--- config.mk ---
export PLATFORM = sky130hd
export DESIGN_NAME = point_io_ctrl
export DESIGN_NICKNAME = d
export VERILOG_FILES = /design/src/verilog/pio_point_pkg.sv /design/src/verilog/pin_sync_edge.sv /design/src/verilog/range_check.sv /design/src/verilog/point_io_ctrl.sv
export SDC_FILE = /design/constraint.sdc
export NUM_CORES = 1
export LEC_CHECK = 0
export ABC_AREA = 1
export BUFFER_PORTS_ARGS = -buffer_cell sky130_fd_sc_hd__buf_2
export CAP_MARGIN = 20
export CORE_MARGIN = 1
export CORE_UTILIZATION = 32
export CTS_CLUSTER_DIAMETER = 30
export DETAILED_ROUTE_END_ITERATION = 6
export PLACE_DENSITY_LB_ADDON = 0.25
export SYNTH_ARGS = -nofsm -noshare
export SYNTH_HDL_FRONTEND = slang
export SYNTH_SLANG_ARGS = --single-unit
export TNS_END_PERCENT = 50
--- constraint.sdc ---
create_clock -name i_ref_clk -period 2.4 [get_ports i_ref_clk]
set_input_delay 0 -clock i_ref_clk [delete_from_list [all_inputs] [get_ports i_ref_clk]]
set_output_delay 0 -clock i_ref_clk [all_outputs]
set_load 0.05 [all_outputs]
--- src/verilog/pio_point_pkg.sv ---
// Shared constants and types for the seven-point direct I/O block.
// Assumes a single 100 MHz clock and a synchronous active-low reset.
package pio_point_pkg;

	// Widths of the motion-core quantities
	localparam int POS_W = 16;
	localparam int TRQ_W = 12;
	localparam int CUR_W = 12;
	localparam int NUM_POS = 7;
	localparam int IDX_W = 3;

	// Bit positions inside the synchronised PLC input vector
	localparam int IN_GOTO_LSB = 0;
	localparam int IN_BRAKE = 7;
	localparam int IN_MODE = 8;
	localparam int IN_HOME = 9;
	localparam int IN_PAUSE = 10;
	localparam int IN_CLEAR = 11;
	localparam int IN_SERVO = 12;
	localparam int IN_ESTOP = 13;
	localparam int IN_W = 14;

	// Reset values of the input samples (all lines read low, so pause reads active)
	localparam logic [IN_W-1:0] IN_RST = 14'h0000;

	// Reset values of flags and outputs
	localparam logic [NUM_POS-1:0] ARRIVED_RST = 7'h00;
	localparam logic [IDX_W-1:0] TARGET_RST = 3'h0;
	localparam logic FLAG_RST = 1'b0;
	localparam logic FLAG_N_RST = 1'b1;

	// Motion sequencer states, one-hot
	typedef enum logic [2:0] {
		ST_IDLE = 3'h1,
		ST_MOVE = 3'h2,
		ST_HOME = 3'h4
	} motion_state_t;

	// Index of the lowest set start line, lowest number wins
	function automatic logic [IDX_W-1:0] lowest_set(
		input logic [NUM_POS-1:0] v
	);
		logic [IDX_W-1:0] r;
		r = TARGET_RST;
		for (int i = NUM_POS - 1; i >= 0; i--) begin
			if (v[i]) begin
				r = IDX_W'(i);
			end
		end
		return r;
	endfunction

endpackage

--- src/verilog/pin_sync_edge.sv ---
// Two-stage synchroniser with rising-edge detection for PLC pins.
// Assumes pins are asynchronous to i_ref_clk.
`timescale 1ns/1ns
`default_nettype none
module pin_sync_edge #(
	parameter int W = 1,
	parameter logic [W-1:0] RST_VAL = '0
) (
	input wire logic i_ref_clk,
	input wire logic i_rst_n,
	input wire logic [W-1:0] i_pins,
	output logic [W-1:0] o_level,
	output logic [W-1:0] o_rise
);
	logic [W-1:0] meta;
	logic [W-1:0] stable;
	logic [W-1:0] prev;

	// First stage feeds only the second stage
	always_ff @(posedge i_ref_clk) begin
		if (!i_rst_n) begin
			meta <= RST_VAL;
			stable <= RST_VAL;
			prev <= RST_VAL;
		end else begin
			meta <= i_pins;
			stable <= meta;
			prev <= stable;
		end
	end

	// Edge found by comparing successive stable samples
	assign o_level = stable;
	assign o_rise = stable & ~prev;
endmodule
`default_nettype wire

--- src/verilog/range_check.sv ---
// Inclusive window comparison of a signed position.
// Assumes lo <= hi; an inverted window never matches.
`timescale 1ns/1ns
`default_nettype none
module range_check
	import pio_point_pkg::*;
(
	input wire logic signed [pio_point_pkg::POS_W-1:0] i_value,
	input wire logic signed [pio_point_pkg::POS_W-1:0] i_lo,
	input wire logic signed [pio_point_pkg::POS_W-1:0] i_hi,
	output logic o_inside
);
	// Both bounds count as inside
	assign o_inside = (i_value >= i_lo) && (i_value <= i_hi);
endmodule
`default_nettype wire

--- src/verilog/point_io_ctrl.sv ---
// Seven-point direct-command discrete I/O logic of a positioner.
// Assumes a motion core on the same clock that runs moves and homing,
// reports position, torque and current, and flags alarms and stops.
//
// Operation
// Rising start line n begins a move to stored position n.
// Arrival flag n rises when the move to position n completes.
// Brake release input frees a fitted brake regardless of servo.
// Mode select level chooses automatic or hand operation.
// Rising home input starts the homing sequence.
// Pause low decelerates to a stop; motion only while it is high.
// Rising alarm clear removes the present alarm.
// Servo energised exactly while servo enable is high.
// Zone flag high inside parameter range, only after homing.
// Table range flag high inside entry range after a move command.
// Mode status low in automatic, high in hand operation.
// Homing done low from power-up until homing completes.
// Ready output needs no e-stop, drive power, servo on, pause high.
// Drive ready whenever servo is on and controller can operate.
// E-stop status output low while an emergency stop holds.
// Fault output high normally, low when an alarm occurs.
// Load output high when torque exceeds threshold inside range.
// Current flag high when motor current reaches its threshold.
// Inputs synchronised, edges from samples, lowest start line wins.
// All arrival flags clear when a new direct move begins.
`timescale 1ns/1ns
`default_nettype none
module point_io_ctrl
	import pio_point_pkg::*;
(
	input wire logic i_ref_clk,
	input wire logic i_rst_n,
	// PLC pins
	input wire logic i_goto_pos_0,
	input wire logic i_goto_pos_1,
	input wire logic i_goto_pos_2,
	input wire logic i_goto_pos_3,
	input wire logic i_goto_pos_4,
	input wire logic i_goto_pos_5,
	input wire logic i_goto_pos_6,
	input wire logic i_brake_force_release,
	input wire logic i_mode_select,
	input wire logic i_home,
	input wire logic i_pause_n,
	input wire logic i_alarm_clear,
	input wire logic i_servo_enable,
	input wire logic i_estop,
	// Motion core status, same clock
	input wire logic i_has_brake,
	input wire logic i_drive_power,
	input wire logic i_move_done,
	input wire logic i_home_done,
	input wire logic i_alarm_event,
	input wire logic signed [pio_point_pkg::POS_W-1:0] i_position,
	input wire logic signed [pio_point_pkg::POS_W-1:0] i_zone_lo,
	input wire logic signed [pio_point_pkg::POS_W-1:0] i_zone_hi,
	input wire logic signed [pio_point_pkg::POS_W-1:0] i_table_lo,
	input wire logic signed [pio_point_pkg::POS_W-1:0] i_table_hi,
	input wire logic signed [pio_point_pkg::POS_W-1:0] i_check_lo,
	input wire logic signed [pio_point_pkg::POS_W-1:0] i_check_hi,
	input wire logic [pio_point_pkg::TRQ_W-1:0] i_torque_cmd,
	input wire logic [pio_point_pkg::TRQ_W-1:0] i_torque_limit,
	input wire logic [pio_point_pkg::CUR_W-1:0] i_motor_current,
	input wire logic [pio_point_pkg::CUR_W-1:0] i_current_limit,
	// Commands to the motion core
	output logic o_move_start,
	output logic [pio_point_pkg::IDX_W-1:0] o_move_target,
	output logic o_home_start,
	output logic o_decel_stop,
	output logic o_alarm_reset,
	output logic o_servo_energize,
	output logic o_brake_release,
	output logic o_hand_mode,
	// PLC outputs
	output logic o_arrived_pos_0,
	output logic o_arrived_pos_1,
	output logic o_arrived_pos_2,
	output logic o_arrived_pos_3,
	output logic o_arrived_pos_4,
	output logic o_arrived_pos_5,
	output logic o_arrived_pos_6,
	output logic o_zone_flag,
	output logic o_table_range_flag,
	output logic o_hand_mode_status,
	output logic o_homing_done,
	output logic o_power_up_ready,
	output logic o_drive_ready,
	output logic o_estop_active_n,
	output logic o_fault_n,
	output logic o_load_flag,
	output logic o_current_threshold_flag
);
	logic [IN_W-1:0] pins;
	logic [IN_W-1:0] lvl;
	logic [IN_W-1:0] rise;
	logic [NUM_POS-1:0] start_rise;
	logic start_any;
	logic [IDX_W-1:0] start_idx;
	logic brake_lvl;
	logic mode_lvl;
	logic home_rise;
	logic pause_lvl;
	logic clear_rise;
	logic servo_lvl;
	logic estop_lvl;
	logic can_move;
	logic abort;
	logic start_ok;
	logic home_ok;
	logic in_zone;
	logic in_table;
	logic in_check;
	motion_state_t state;
	motion_state_t next_state;
	logic [NUM_POS-1:0] arrived;
	logic [NUM_POS-1:0] next_arrived;
	logic [IDX_W-1:0] target;
	logic [IDX_W-1:0] next_target;
	logic homed;
	logic next_homed;
	logic cmd_seen;
	logic next_cmd_seen;
	logic fault;
	logic next_fault;
	logic next_move_start;
	logic next_home_start;

	// Gather the PLC pins into one vector
	assign pins = {i_estop, i_servo_enable, i_alarm_clear, i_pause_n,
		i_home, i_mode_select, i_brake_force_release, i_goto_pos_6,
		i_goto_pos_5, i_goto_pos_4, i_goto_pos_3, i_goto_pos_2,
		i_goto_pos_1, i_goto_pos_0};

	// Two flops and edge detection on every pin
	pin_sync_edge #(
		.W(IN_W),
		.RST_VAL(IN_RST)
	) u_sync (
		.i_ref_clk(i_ref_clk),
		.i_rst_n(i_rst_n),
		.i_pins(pins),
		.o_level(lvl),
		.o_rise(rise)
	);

	// Named views of the synchronised pins
	assign start_rise = rise[IN_GOTO_LSB +: NUM_POS];
	assign brake_lvl = lvl[IN_BRAKE];
	assign mode_lvl = lvl[IN_MODE];
	assign home_rise = rise[IN_HOME];
	assign pause_lvl = lvl[IN_PAUSE];
	assign clear_rise = rise[IN_CLEAR];
	assign servo_lvl = lvl[IN_SERVO];
	assign estop_lvl = lvl[IN_ESTOP];

	// Lowest-numbered start line is taken
	assign start_any = |start_rise;
	assign start_idx = lowest_set(start_rise);

	// Motion is allowed only in automatic mode, paused high, servo up
	assign can_move = pause_lvl && servo_lvl && !fault && !mode_lvl &&
		!estop_lvl && i_drive_power;
	assign abort = !servo_lvl || fault || estop_lvl;
	assign start_ok = start_any && can_move;
	assign home_ok = home_rise && can_move;

	// Position windows
	range_check u_zone (
		.i_value(i_position),
		.i_lo(i_zone_lo),
		.i_hi(i_zone_hi),
		.o_inside(in_zone)
	);
	range_check u_table (
		.i_value(i_position),
		.i_lo(i_table_lo),
		.i_hi(i_table_hi),
		.o_inside(in_table)
	);
	range_check u_check (
		.i_value(i_position),
		.i_lo(i_check_lo),
		.i_hi(i_check_hi),
		.o_inside(in_check)
	);

	// Sequencer next-state and flag updates
	always_comb begin
		next_state = state;
		next_arrived = arrived;
		next_target = target;
		next_homed = homed;
		next_cmd_seen = cmd_seen;
		next_move_start = 1'b0;
		next_home_start = 1'b0;
		case (state)
			ST_IDLE: begin
				if (start_ok) begin
					next_state = ST_MOVE;
					next_target = start_idx;
					next_arrived = ARRIVED_RST;
					next_cmd_seen = 1'b1;
					next_move_start = 1'b1;
				end else if (home_ok) begin
					next_state = ST_HOME;
					next_home_start = 1'b1;
				end
			end
			ST_MOVE: begin
				if (abort) begin
					next_state = ST_IDLE;
				end else if (start_ok) begin
					next_target = start_idx;
					next_arrived = ARRIVED_RST;
					next_move_start = 1'b1;
				end else if (i_move_done) begin
					next_state = ST_IDLE;
					next_arrived[target] = 1'b1;
				end
			end
			ST_HOME: begin
				if (abort) begin
					next_state = ST_IDLE;
				end else if (i_home_done) begin
					next_state = ST_IDLE;
					next_homed = 1'b1;
				end
			end
			default: begin
				next_state = ST_IDLE;
			end
		endcase
	end

	// Alarm latch: a new alarm wins over a clear in the same cycle
	assign next_fault = i_alarm_event || (fault && !clear_rise);

	// Sequencer registers
	always_ff @(posedge i_ref_clk) begin
		if (!i_rst_n) begin
			state <= ST_IDLE;
			arrived <= ARRIVED_RST;
			target <= TARGET_RST;
			homed <= FLAG_RST;
			cmd_seen <= FLAG_RST;
			fault <= FLAG_RST;
		end else begin
			state <= next_state;
			arrived <= next_arrived;
			target <= next_target;
			homed <= next_homed;
			cmd_seen <= next_cmd_seen;
			fault <= next_fault;
		end
	end

	// Registered commands to the motion core
	always_ff @(posedge i_ref_clk) begin
		if (!i_rst_n) begin
			o_move_start <= FLAG_RST;
			o_move_target <= TARGET_RST;
			o_home_start <= FLAG_RST;
			o_decel_stop <= FLAG_N_RST;
			o_alarm_reset <= FLAG_RST;
			o_servo_energize <= FLAG_RST;
			o_brake_release <= FLAG_RST;
			o_hand_mode <= FLAG_RST;
		end else begin
			o_move_start <= next_move_start;
			o_move_target <= next_target;
			o_home_start <= next_home_start;
			o_decel_stop <= !pause_lvl;
			o_alarm_reset <= clear_rise;
			o_servo_energize <= servo_lvl;
			o_brake_release <= i_has_brake && (brake_lvl || servo_lvl);
			o_hand_mode <= mode_lvl;
		end
	end

	// Registered status to the PLC
	always_ff @(posedge i_ref_clk) begin
		if (!i_rst_n) begin
			o_zone_flag <= FLAG_RST;
			o_table_range_flag <= FLAG_RST;
			o_hand_mode_status <= FLAG_RST;
			o_homing_done <= FLAG_RST;
			o_power_up_ready <= FLAG_RST;
			o_drive_ready <= FLAG_RST;
			o_estop_active_n <= FLAG_N_RST;
			o_fault_n <= FLAG_N_RST;
			o_load_flag <= FLAG_RST;
			o_current_threshold_flag <= FLAG_RST;
		end else begin
			o_zone_flag <= homed && in_zone;
			o_table_range_flag <= cmd_seen && in_table;
			o_hand_mode_status <= mode_lvl;
			o_homing_done <= homed;
			o_power_up_ready <= !estop_lvl && i_drive_power &&
				servo_lvl && pause_lvl;
			o_drive_ready <= servo_lvl && i_drive_power && !fault &&
				!estop_lvl;
			o_estop_active_n <= !estop_lvl;
			o_fault_n <= !fault;
			o_load_flag <= in_check &&
				(i_torque_cmd > i_torque_limit);
			o_current_threshold_flag <=
				(i_motor_current >= i_current_limit);
		end
	end

	// Arrival flags leave as separate pins
	assign o_arrived_pos_0 = arrived[0];
	assign o_arrived_pos_1 = arrived[1];
	assign o_arrived_pos_2 = arrived[2];
	assign o_arrived_pos_3 = arrived[3];
	assign o_arrived_pos_4 = arrived[4];
	assign o_arrived_pos_5 = arrived[5];
	assign o_arrived_pos_6 = arrived[6];
endmodule
`default_nettype wire

Word-level counts from Yosys, hierarchy flattened --
Cells that the tools add are included.
Operators by class: bitwise logic cells 6, multiplexer cells 29, $lt $le $gt $ge 10, equality and inequality tests 10, reductions and logical operators 40
Operators with widths (count):
- >= comparator 16 bit | 3
- <= comparator 16 bit | 3
- 2-to-1 mux 3 bit | 16
- 2-to-1 mux 7 bit | 4
- logical AND 1 bit | 22
- != test 3 bit (second input constant) | 5
- one-hot mux 7 bit (2 select lines) | 1
- AND 12 bit | 1
- >= comparator 12 bit | 1
- greater-than comparator 12 bit | 1
- NOT 12 bit | 1
- one-hot mux 3 bit (3 select lines) | 1
- AND reduction 4 bit | 2
- OR 7 bit | 1
- OR reduction 7 bit | 1
- logical NOT 1 bit | 6
- one-hot mux 3 bit (2 select lines) | 1
- logical OR 1 bit | 4
- < comparator 3 x 4 -> 1 bit (second input constant) | 1
- 2-to-1 mux 1 bit | 4
- != test 2 bit (second input constant) | 2
- AND reduction 2 bit | 2
- demux 1 bit (select 3 bit) | 1
- == test 3 x 1 -> 1 bit (second input constant) | 1
- other kinds (8) | 10
Word-level totals: word-level logic and storage cells 120, output and inout bits 27, bits in registers 72, bits of input ports 181

Longest topological paths before layout --
Gate-level depths: netlist of run 1.
word-level depth 12, gate-level depth with buffers 15, mapped depth without buffers 15

Hierarchy --
From an unflattened synthesis of run 1, not the netlist that was laid out.
Unflattened totals: cell total of the unflattened synthesis 870, area, all modules 5903.2 um2
By module, submodules not included:
- range_check | cells each 152, area an instance 912.1 um2, times used 3, sequential area each 0.0 um2
- point_io_ctrl | cells each 255, area an instance 1849.3 um2, times used 1, sequential area each 640.6 um2
- pin_sync_edge | cells each 159, area an instance 1317.5 um2, times used 1, sequential area each 840.8 um2

Least setup slack after synthesis of run 1 --
OpenSTA, ideal clock, no wires.
kind register -> register, from reg u_sync.stable[13] (netlist: u_sync.o_level[13]), to reg arrived[0], path slack 930 ps, required time 2268 ps, arrival 1337 ps, buffers on the path 0, clock period less this slack 1470 ps, stages on the path, launching flop included 9, setup time 132 ps, path through dfxtp_1 > nor3_4 > nand2_2 > nor2_4 > nand2_4 > a21oi_4 > nand2_2 > nand2_1 > a21oi_1
Between the ends: cells in the longest elaborated chain, start to end 7, elaborated cells on any way between the ends 12, those cells by class 3 x eq/ne; 3 x mux; 6 x reduce/logical
RTL lines:
- from (decl) | line pin_sync_edge.sv:16 | logic [W-1:0] stable;
- from (signal assigned) | line pin_sync_edge.sv:27 | stable <= meta;
- logical NOT 1 bit | line point_io_ctrl.sv:162 | !estop_lvl && i_drive_power;
- logical AND 1 bit | line point_io_ctrl.sv:161 | assign can_move = pause_lvl && servo_lvl && !fault && !mode_lvl &&
- logical AND 1 bit | line point_io_ctrl.sv:162
- logical AND 1 bit | line point_io_ctrl.sv:164 | assign start_ok = start_any && can_move;
- 2-to-1 mux 7 bit | line point_io_ctrl.sv:212 | end else if (start_ok) begin
- 2-to-1 mux 7 bit | line point_io_ctrl.sv:210 | if (abort) begin
- one-hot mux 7 bit (2 select lines) | line point_io_ctrl.sv:196 | case (state)
- to (signal assigned) | line point_io_ctrl.sv:249 | arrived <= next_arrived;
- to (decl) | line point_io_ctrl.sv:115 | logic [NUM_POS-1:0] arrived;
Parallel ways exist; a longest one is shown, timed or not. The select of a mux whose other input is x is not followed. A chain may end at the register's enable or synchronous reset.

Worst setup path in the final report of run 1 --
from reg u_sync.stable[13] (netlist: u_sync.o_level[13]), to reg arrived[6]
Same word-level chain as after synthesis.

==> results of run 1 <==
per-layer routing:
| metal | wire, um | track usage [%] | vias up |
|---|---|---|---|
| li1 | - | - | 3126 |
| met1 | 6859 | 19.86 | 2378 |
| met2 | 7374 | 30.92 | 147 |
| met5 | 13 | 0 | - |
| met3 | 861 | 3.132 | 8 |
| met4 | 73 | 3.148 | 2 |
worst max-delay path, stage by stage (launching register included):
cell and delay, ns:
dfxtp_1 0.35, nor3_4 0.26, nand2_2 0.10, nor2_4 0.17
nand3_2 0.14, nand2_1 0.25, nand2_2 0.16, nand2_1 0.10
a21oi_1 0.06
power by group through the flow:
stage	clock network (W)	logic (W)	registers, W
detailed placement	0	0.000785	0.00122
global placement	0	0.000774	0.00122
global route	0.00152	0.000937	0.00120
floorplan	0	0.000461	0.00124
finish	0.00143	0.000801	0.00119
CTS	0.00148	0.000813	0.00119
area by class of cell:
type | instances | share of cell area [%]
Clock inverter | 7 | 1.279
Timing Repair Buffer | 226 | 16.24
Clock buffer | 9 | 2.989
Inverter | 234 | 11.66
Multi-Input combinational cell | 552 | 45.77
Sequential cell | 69 | 18.33
Tap cell | 225 | 3.736
repair_timing:
action,4_1_cts,5_1_grt
setup endpoints to repair,0,0
hold buffers,18,0
endpoints found under the hold margin,19,0
through the flow:
step,instance area (um2),std cells
floorplan,5746,864
global placement,7033,1288
detailed placement,7033,1288
CTS,7535,1322
global route,7535,1322
finish,7535,1322
cell usage in the layout (no fill, tap or decap), types with 2 or more instances in the layout:
master         synthesis  layout
inv_1                232     232
nand2_1              210     210
buf_2                  0     207
ha_1                 120     120
dfxtp_1               69      69
nor2_1                60      60
a21oi_1               57      57
nand3_1               34      34
o21ai_0               18      18
dlygate4sd3_1          0      18
nand4_1               12      12
o21bai_1              10      10
clkbuf_16              0       9
nor3_1                 8       8
o21a_1                 3       3
a21o_1                 3       3
inv_6                  0       3
nand3b_1               2       2
inv_2                  2       2
nand2_2                2       2
o31ai_1                2       2
clkinv_2               0       2
bufinv_16              0       2
registers in the layout (all words and copies together), names as in the netlist, 3 cells and up:
name and cells:
o_move_target 3, u_sync.prev 10, u_sync.meta 14, state 3, arrived 7, u_sync.o_level 14
final timing paths:
check / from / to / slack (ns) / cells past startpoint
worst max-delay path: u_sync.o_level[13] / arrived[6] / 0.68 / 8
worst min-delay path: i_motor_current[11] / o_current_threshold_flag / 0.13 / 6
worst max register to register: u_sync.o_level[13] / arrived[6] / 0.68 / 8
worst min register to register: u_sync.meta[10] / u_sync.o_level[10] / 0.41 / 2
cells by family after synthesis:
group,count (synthesis)
fa+ha+maj,120
simple gates,333
flops,69
compound gates,99
buf+inv,243
==> impl_metrics.json, run 1 <==
{
  "holdWs_ns": 0.1288,
  "clock-sinks": 69,
  "die_h_um": 136.0,
  "viasPerCell": 4.282,
  "cts_buffer_depth": 2,
  "grt_max_degree": 53,
  "fin_setup_tns_ns": 0,
  "synthMuxAreaShare_pct": 0,
  "layout_min_cycle_time_ns": 1.723,
  "fmax_ghz": 0.5803,
  "dieArea_um2": 18490,
  "cts_tree": "yes",
  "synthTopCellsByArea": "ha_1 (26%), dfxtp_1 (24%), inv_1 (15%), nand2_1 (14%), a21oi_1 (5.0%)",
  "drcViolationCount": 0,
  "vias": 5661,
  "worstSetupEndpointType": "register",
  "synth_simple_gate_area_share_pct": 24.04,
  "crit_path_max_fanout": 8,
  "synth_edf_count": 0,
  "powerDensity_nw_per_um2": 455.0,
  "power_frac_comb_pct": 23.4,
  "place_hpwl_um": 12560,
  "firstDrtPassIters": 4,
  "p_seq_share_pct": 34.8,
  "cts_resized": 0,
  "synth_top_family_by_area": "adder cells",
  "cp.arrival_ns": 1.91,
  "fin_util_pct": 43.26,
  "fp.dieW_um": 136.0,
  "grt_pass1_vias": 5293,
  "cts_root_buf": "clkbuf_16",
  "post-place-ws_ns": 0.7034,
  "gp_congestion": 0.8889,
  "cts.clk_slew.worst_paths_ns": 0.06,
  "ys_seq_area_share_pct": 24.04,
  "coreArea_um2": 17420,
  "grt_pass1_wl_um": 24140,
  "slew_headroom_pct": 64.15,
  "switching_share_pct": 28.42,
  "p_int_w": 0.002454,
  "power_w": 0.003428,
  "antenna_found_initial": 1,
  "n_antenna_cell": 0,
  "yosysUniqueCellTypes": 30,
  "overflow": 0,
  "avgSynthCellArea_um2": 6.650,
  "ant_nets": 0,
  "multiInputGateArea_um2": 3448,
  "cts_buffers": 9,
  "mappedNetlistNets": 1165,
  "synth_ff_type": "dfxtp_1",
  "ioPinCount": 208,
  "cp.required_ns": 2.59,
  "synth_top_area_share_pct": 26.13,
  "finalWirelength_um": 15180,
  "first_iter_violations": 153,
  "critPathLaunchType": "register",
  "grt_use_total_pct": 16.68,
  "leakagePower_nw": 4.754,
  "synth_cells": 864,
  "synthArstFlopShare_pct": 0,
  "wl_per_cell_um": 11.48,
  "ys_warn_count": 0,
  "synth-xor-area-share_pct": 0,
  "start_util_pct": 32.99,
  "row_count": 48,
  "synth_adder_area_share_pct": 26.13,
  "setup_viol": 0,
  "p_clk_share_pct": 41.8,
  "h-tree-depth": 3,
  "ys_seq_elements": 69,
  "tightestPinTransition_ns": 0.5371,
  "synth.most_common_cell": "inv_1",
  "worst-setup-path-type": "reg2reg",
  "finClkSkew_ns": 0.006349,
  "fin_nets": 1393,
  "min_path_type": "in2reg",
  "vdd_drop_max_v": 0.0004306,
  "rsz0062_at_grt": "false",
  "hold_viol": 0,
  "area_delta_synth_final_pct": 31.14,
  "synth-compound-area-share_pct": 9.843,
  "power_switching_w": 0.0009743,
  "status": "finished, final reports clean",
  "post_route_cells_drive_above_1_share_pct": 21.33,
  "fin_crit_sh_pct": 71.81,
  "clkLatencyLatePin_ns": 0.33,
  "setup_ws_ns": 0.6766,
  "cts_setup_buffers": 0,
  "yosys-top-cells-count": "inv_1 (232), nand2_1 (210), ha_1 (120)",
  "regArea_um2": 1381,
  "maxCapViolCount": 0,
  "portBuffers": 207,
  "syn_area_um2": 5746,
  "drv_slew": 0,
  "synth_top_cell_by_area": "ha_1",
  "n_fill_cell": 1889
}
Power figures use the tool's default switching activity.
==> inputs of run 2 (changes only) <==
Clock period 2.4 ns to 1.7 ns, I/O delays scaled along.
==> run 2 against run 1 <==
  * Cell count up 0.68%
  * Non-clock buffer count up 8
  * Critical path type unchanged
  * Maximum frequency up 11%
  * Critical path depth unchanged
  * Highest routed layer is now met4
  * Sequential share of layout area down 0.14 points
  * Combinational power up 41%
  * Clock skew up 0.0010 ns
==> impl_metrics.json, run 2 (synthesis gave the netlist of run 1 again) <==
{
  "status": "finished, final reports clean",
  "grt.busiest_layer": "met2",
  "r2r-start": "u_sync.o_level[13]",
  "post_route_cells_drive_above_1_share_pct": 21.99,
  "grt_max_degree": 37,
  "fp.dieW_um": 136.0,
  "final_cells": 1331,
  "gp_congestion": 0.8778,
  "cts_buffers": 9,
  "h-tree-depth": 3,
  "finalWirelength_um": 14850,
  "dp.cells": 1293,
  "first_iter_violations": 123,
  "cts.clk_slew.worst_paths_ns": 0.06,
  "rsz0062_at_grt": "false",
  "cts_tree": "yes",
  "antenna_found_initial": 1,
  "critPathLaunchType": "register",
  "place_area_um2": 7071,
  "fin_setup_tns_ns": 0,
  "place_hpwl_um": 12600,
  "setup_viol": 0,
  "regArea_um2": 1383,
  "cp.arrival_ns": 1.73,
  "ioPinCount": 208,
  "vdd_drop_max_v": 0.0006566,
  "ant_nets": 0,
  "leakagePower_nw": 4.784,
  "cts_buffer_depth": 2,
  "r2r_cells": 8,
  "area_delta_synth_final_pct": 32.27,
  "fin_crit_sh_pct": 90.99,
  "hold_depth": 3,
  "hold_viol": 0,
  "overflow": 0,
  "min_path_type": "in2reg",
  "maxCapViolCount": 0,
  "grtUsageMet3_pct": 3.132,
  "layout_commonest_cell": "inv_1",
  "grt_pass1_vias": 5239,
  "coreArea_um2": 17420,
  "fmax_ghz": 0.6465,
  "tightestPinTransition_ns": 0.5355,
  "critPathLaunch": "u_sync.o_level[13]",
  "slew_headroom_pct": 64.26,
  "cts_root_buf": "clkbuf_16",
  "dieArea_um2": 18490,
  "layout_common_cells": "inv_1 (232), nand2_1 (209), buf_2 (207)",
  "viasPerCell": 4.241,
  "portBuffers": 207,
  "grt_use_total_pct": 16.38,
  "grt_pass1_wl_um": 23720,
  "worstHoldStart": "i_rst_n",
  "globalRouteMet1Util_pct": 19.68,
  "design_area_um2": 7600,
  "worstSetupEndpointType": "register",
  "cp.required_ns": 1.88,
  "crit_path_max_fanout": 8,
  "vias": 5645,
  "worst-setup-path-type": "reg2reg",
  "clock-sinks": 69,
  "grtUsageMet2_pct": 29.54,
  "fin_nets": 1401,
  "drcViolationCount": 0,
  "layout_min_cycle_time_ns": 1.547,
  "n_fill_cell": 1853,
  "multiInputGateArea_um2": 3456,
  "drv_slew": 0,
  "holdWs_ns": 0.1057,
  "start_util_pct": 32.99,
  "row_count": 48,
  "finClkSkew_ns": 0.007357,
  "die_h_um": 136.0,
  "wl_per_cell_um": 11.16,
  "clkLatencyLatePin_ns": 0.33,
  "powerDensity_nw_per_um2": 618.4,
  "firstDrtPassIters": 5
}
-- run 2: final timing paths --
check | endpoint | slack, ns
min reg2reg | u_sync.o_level[12] | 0.41
max | arrived[0] | 0.15
max reg2reg | arrived[0] | 0.15
min | state[0] | 0.11
-- run 2: power by group --
part	leakage [nW]	internal (W)	switching (W)	total, W
registers	0.565	0.00167	0.0000176	0.00168
clock network	0.146	0.00118	0.000706	0.00188
logic	4.07	0.000509	0.000623	0.00113
-- run 2: worst max-delay path, stage by stage, from the launching register on --
cell     delay (ns)
dfxtp_1        0.34
nor3_4         0.21
nand2_2        0.09
nor2_4         0.17
nand2_4        0.09
a21oi_4        0.26
nand2_4        0.11
nand2_1        0.07
a21oi_1        0.05
-- run 2: area by class of cell --
type                       count  share of cell area (%)
antenna                        1                 0.03293
clock buffer                  11                   3.194
sequential                    69                   18.19
inverter                     234                   11.56
tap                          225                   3.704
timing repair buffer         234                   17.06
clock inverter                 5                  0.7903
multi-input combinational    552                   45.47
-- run 2: routing by layer --
metal	share of wire, %	vias to the layer above
li1	-	3140
met1	46	2336
met2	47	152
met3	5.9	17
met4	1.7	0
met5	0	-
-- run 2: per-stage QoR --
step | setup WS [ns] | power (W) | util [%]
detailed placement | 0.1055 | 0.002833 | 40.60
global route | 0.02046 | 0.005010 | 43.64
floorplan | 0.2302 | 0.002399 | -
CTS | 0.09243 | 0.004757 | 43.37
global placement | 0.1507 | 0.002821 | 40.60
finish | 0.1532 | 0.004700 | 43.64
-- run 2: repair_timing --
| item | CTS | global route |
|---|---|---|
| resized for setup | 0 | 3 |
| endpoints found under the hold margin | 19 | 0 |
| endpoints found under the setup margin | 0 | 7 |
| setup buffers | 0 | 3 |
| hold buffers | 18 | 0 |
==> inputs of run 3 (changes only) <==
Settings changed: CORE_ASPECT_RATIO from default to 1.2.
==> run 3 against run 2 <==
  * First-iteration DRC count up 41%
  * Sequential power about the same
  * Routed wire length up 1.4%
  * Combinational power about the same
  * Largest power group unchanged
  * Non-clock buffer count up 1
  * Register-to-register slack worse by 0.04 ns
==> impl_metrics.json, run 3 (synthesis gave the netlist of run 1 again) <==
{
  "status": "finished, final reports clean",
  "ant_nets": 0,
  "place_hpwl_um": 12860,
  "vias": 5691,
  "h-tree-depth": 3,
  "design_area_um2": 7591,
  "firstDrtPassIters": 6,
  "wl_per_cell_um": 11.35,
  "place_area_um2": 7049,
  "layout_common_cells": "inv_1 (232), nand2_1 (209), buf_2 (207)",
  "worstHoldStart": "i_rst_n",
  "post_route_cells_drive_above_1_share_pct": 22.06,
  "grt_use_total_pct": 16.43,
  "ioPinCount": 208,
  "row_count": 53,
  "clock-sinks": 69,
  "r2r-start": "u_sync.o_level[12]",
  "final_cells": 1326,
  "finClkSkew_ns": 0.003941,
  "cts_buffers": 9,
  "power_switching_w": 0.001323,
  "gp_congestion": 0.8896,
  "grt_pass1_vias": 5479,
  "fmax_ghz": 0.6288,
  "fp.dieW_um": 124.3,
  "power_frac_comb_pct": 24.3,
  "slew_headroom_pct": 67.13,
  "first_iter_violations": 174,
  "grt_max_degree": 38,
  "r2r_cells": 9,
  "cts_buffer_depth": 2,
  "vdd_drop_max_v": 0.0004616,
  "dieArea_um2": 18500,
  "drv_slew": 0,
  "cp.arrival_ns": 1.84,
  "cp.required_ns": 1.95,
  "grt_pass1_wl_um": 24500,
  "dp.cells": 1286,
  "clkLatencyLatePin_ns": 0.33,
  "rrSetupSlack_ns": 0.11,
  "tightestPinTransition_ns": 0.4925,
  "n_fill_cell": 1901,
  "p_seq_share_pct": 36.0,
  "layout_commonest_cell": "inv_1",
  "n_antenna_cell": 0,
  "maxCapViolCount": 0,
  "holdPathEnd": "o_estop_active_n",
  "viasPerCell": 4.292,
  "power_w": 0.004675,
  "drcViolationCount": 0,
  "start_util_pct": 32.69,
  "portBuffers": 207,
  "regToRegEndpoint": "arrived[0]",
  "worst-setup-path-type": "reg2reg",
  "crit_path_max_fanout": 6,
  "coreArea_um2": 17570,
  "cts_root_buf": "clkbuf_16",
  "min_path_type": "in2reg",
  "switching_share_pct": 28.30,
  "cts_tree": "yes",
  "powerDensity_nw_per_um2": 615.8,
  "die_h_um": 148.8,
  "area_delta_synth_final_pct": 32.12,
  "p_int_w": 0.003352,
  "critPathLaunchType": "register",
  "hold_viol": 0,
  "antenna_found_initial": 0,
  "layout_min_cycle_time_ns": 1.590,
  "finalWirelength_um": 15050,
  "hold_depth": 3,
  "leakagePower_nw": 4.784,
  "fin_crit_sh_pct": 93.54,
  "fin_nets": 1402,
  "cts.clk_slew.worst_paths_ns": 0.06,
  "setup_viol": 0,
  "overflow": 0,
  "holdWs_ns": 0.09711,
  "worstSetupEndpointType": "register",
  "p_clk_share_pct": 39.7
}
[run 3: worst max path at each step]
stage	slack, ns	start	to	cells past startpoint
floorplan	0.23	u_sync.o_level[13]	arrived[0]	8
global placement	0.11	u_sync.o_level[12]	arrived[5]	9
detailed placement	0.07	u_sync.o_level[13]	arrived[0]	8
CTS	0.05	u_sync.o_level[13]	arrived[0]	8
global route	-0.02	u_sync.o_level[12]	arrived[2]	10
finish	0.11	u_sync.o_level[12]	arrived[0]	9
[run 3: stage by stage]
step | utilization [%] | TNS (ns) | setup slack [ns]
after floorplan | - | 0 | 0.2302
after global placement | 40.11 | 0 | 0.1113
after detailed placement | 40.11 | 0 | 0.06714
after CTS | 42.86 | 0 | 0.04973
after global routing | 43.20 | -0.08509 | -0.01761
final | 43.20 | 0 | 0.1097
[run 3: what timing repair did]
action | in CTS | in global routing
resized for setup | 0 | 4
hold buffers | 18 | 0
setup buffers | 0 | 6
endpoints found under the setup margin | 0 | 7
hold endpoints to repair | 19 | 0
[run 3: critical path, cell delays in order (launching register included)]
cell,delay (ns)
dfxtp_2,0.34
inv_2,0.05
nor3_4,0.19
nand2_2,0.10
nor2_4,0.16
nand2_4,0.08
a21oi_4,0.24
buf_4,0.16
nand3_1,0.07
a21oi_1,0.14
[run 3: power by group through the flow]
stage | Clock (W) | Sequential (W) | Combinational (W)
2_1_floorplan | 0 | 0.00175 | 0.000651
3_3_place_gp | 0 | 0.00172 | 0.00110
3_5_place_dp | 0 | 0.00172 | 0.00112
4_1_cts | 0.00191 | 0.00168 | 0.00115
5_1_grt | 0.00197 | 0.00169 | 0.00133
6_report | 0.00186 | 0.00168 | 0.00113
[run 3: final cells by class]
type / instances / area (um2) / share of cell area, %
flip-flops and latches: 69 / 1383 / 18.21
well taps: 220 / 275.3 / 3.626
inverters: 234 / 878.3 / 11.57
multi-input cells: 552 / 3461 / 45.59
repair buffers: 235 / 1291 / 17.01
clock buffers: 11 / 242.7 / 3.198
clock inverters: 5 / 60.06 / 0.7912
[run 3: per-layer routing]
metal / wire (um) / track usage (%) / vias up
met2: 7475 / 31.02 / 157
met3: 901 / 3.443 / 13
met1: 6513 / 18.71 / 2378
met4: 163 / 3.916 / 0
li1: - / - / 3143
met5: 0 / 0 / -
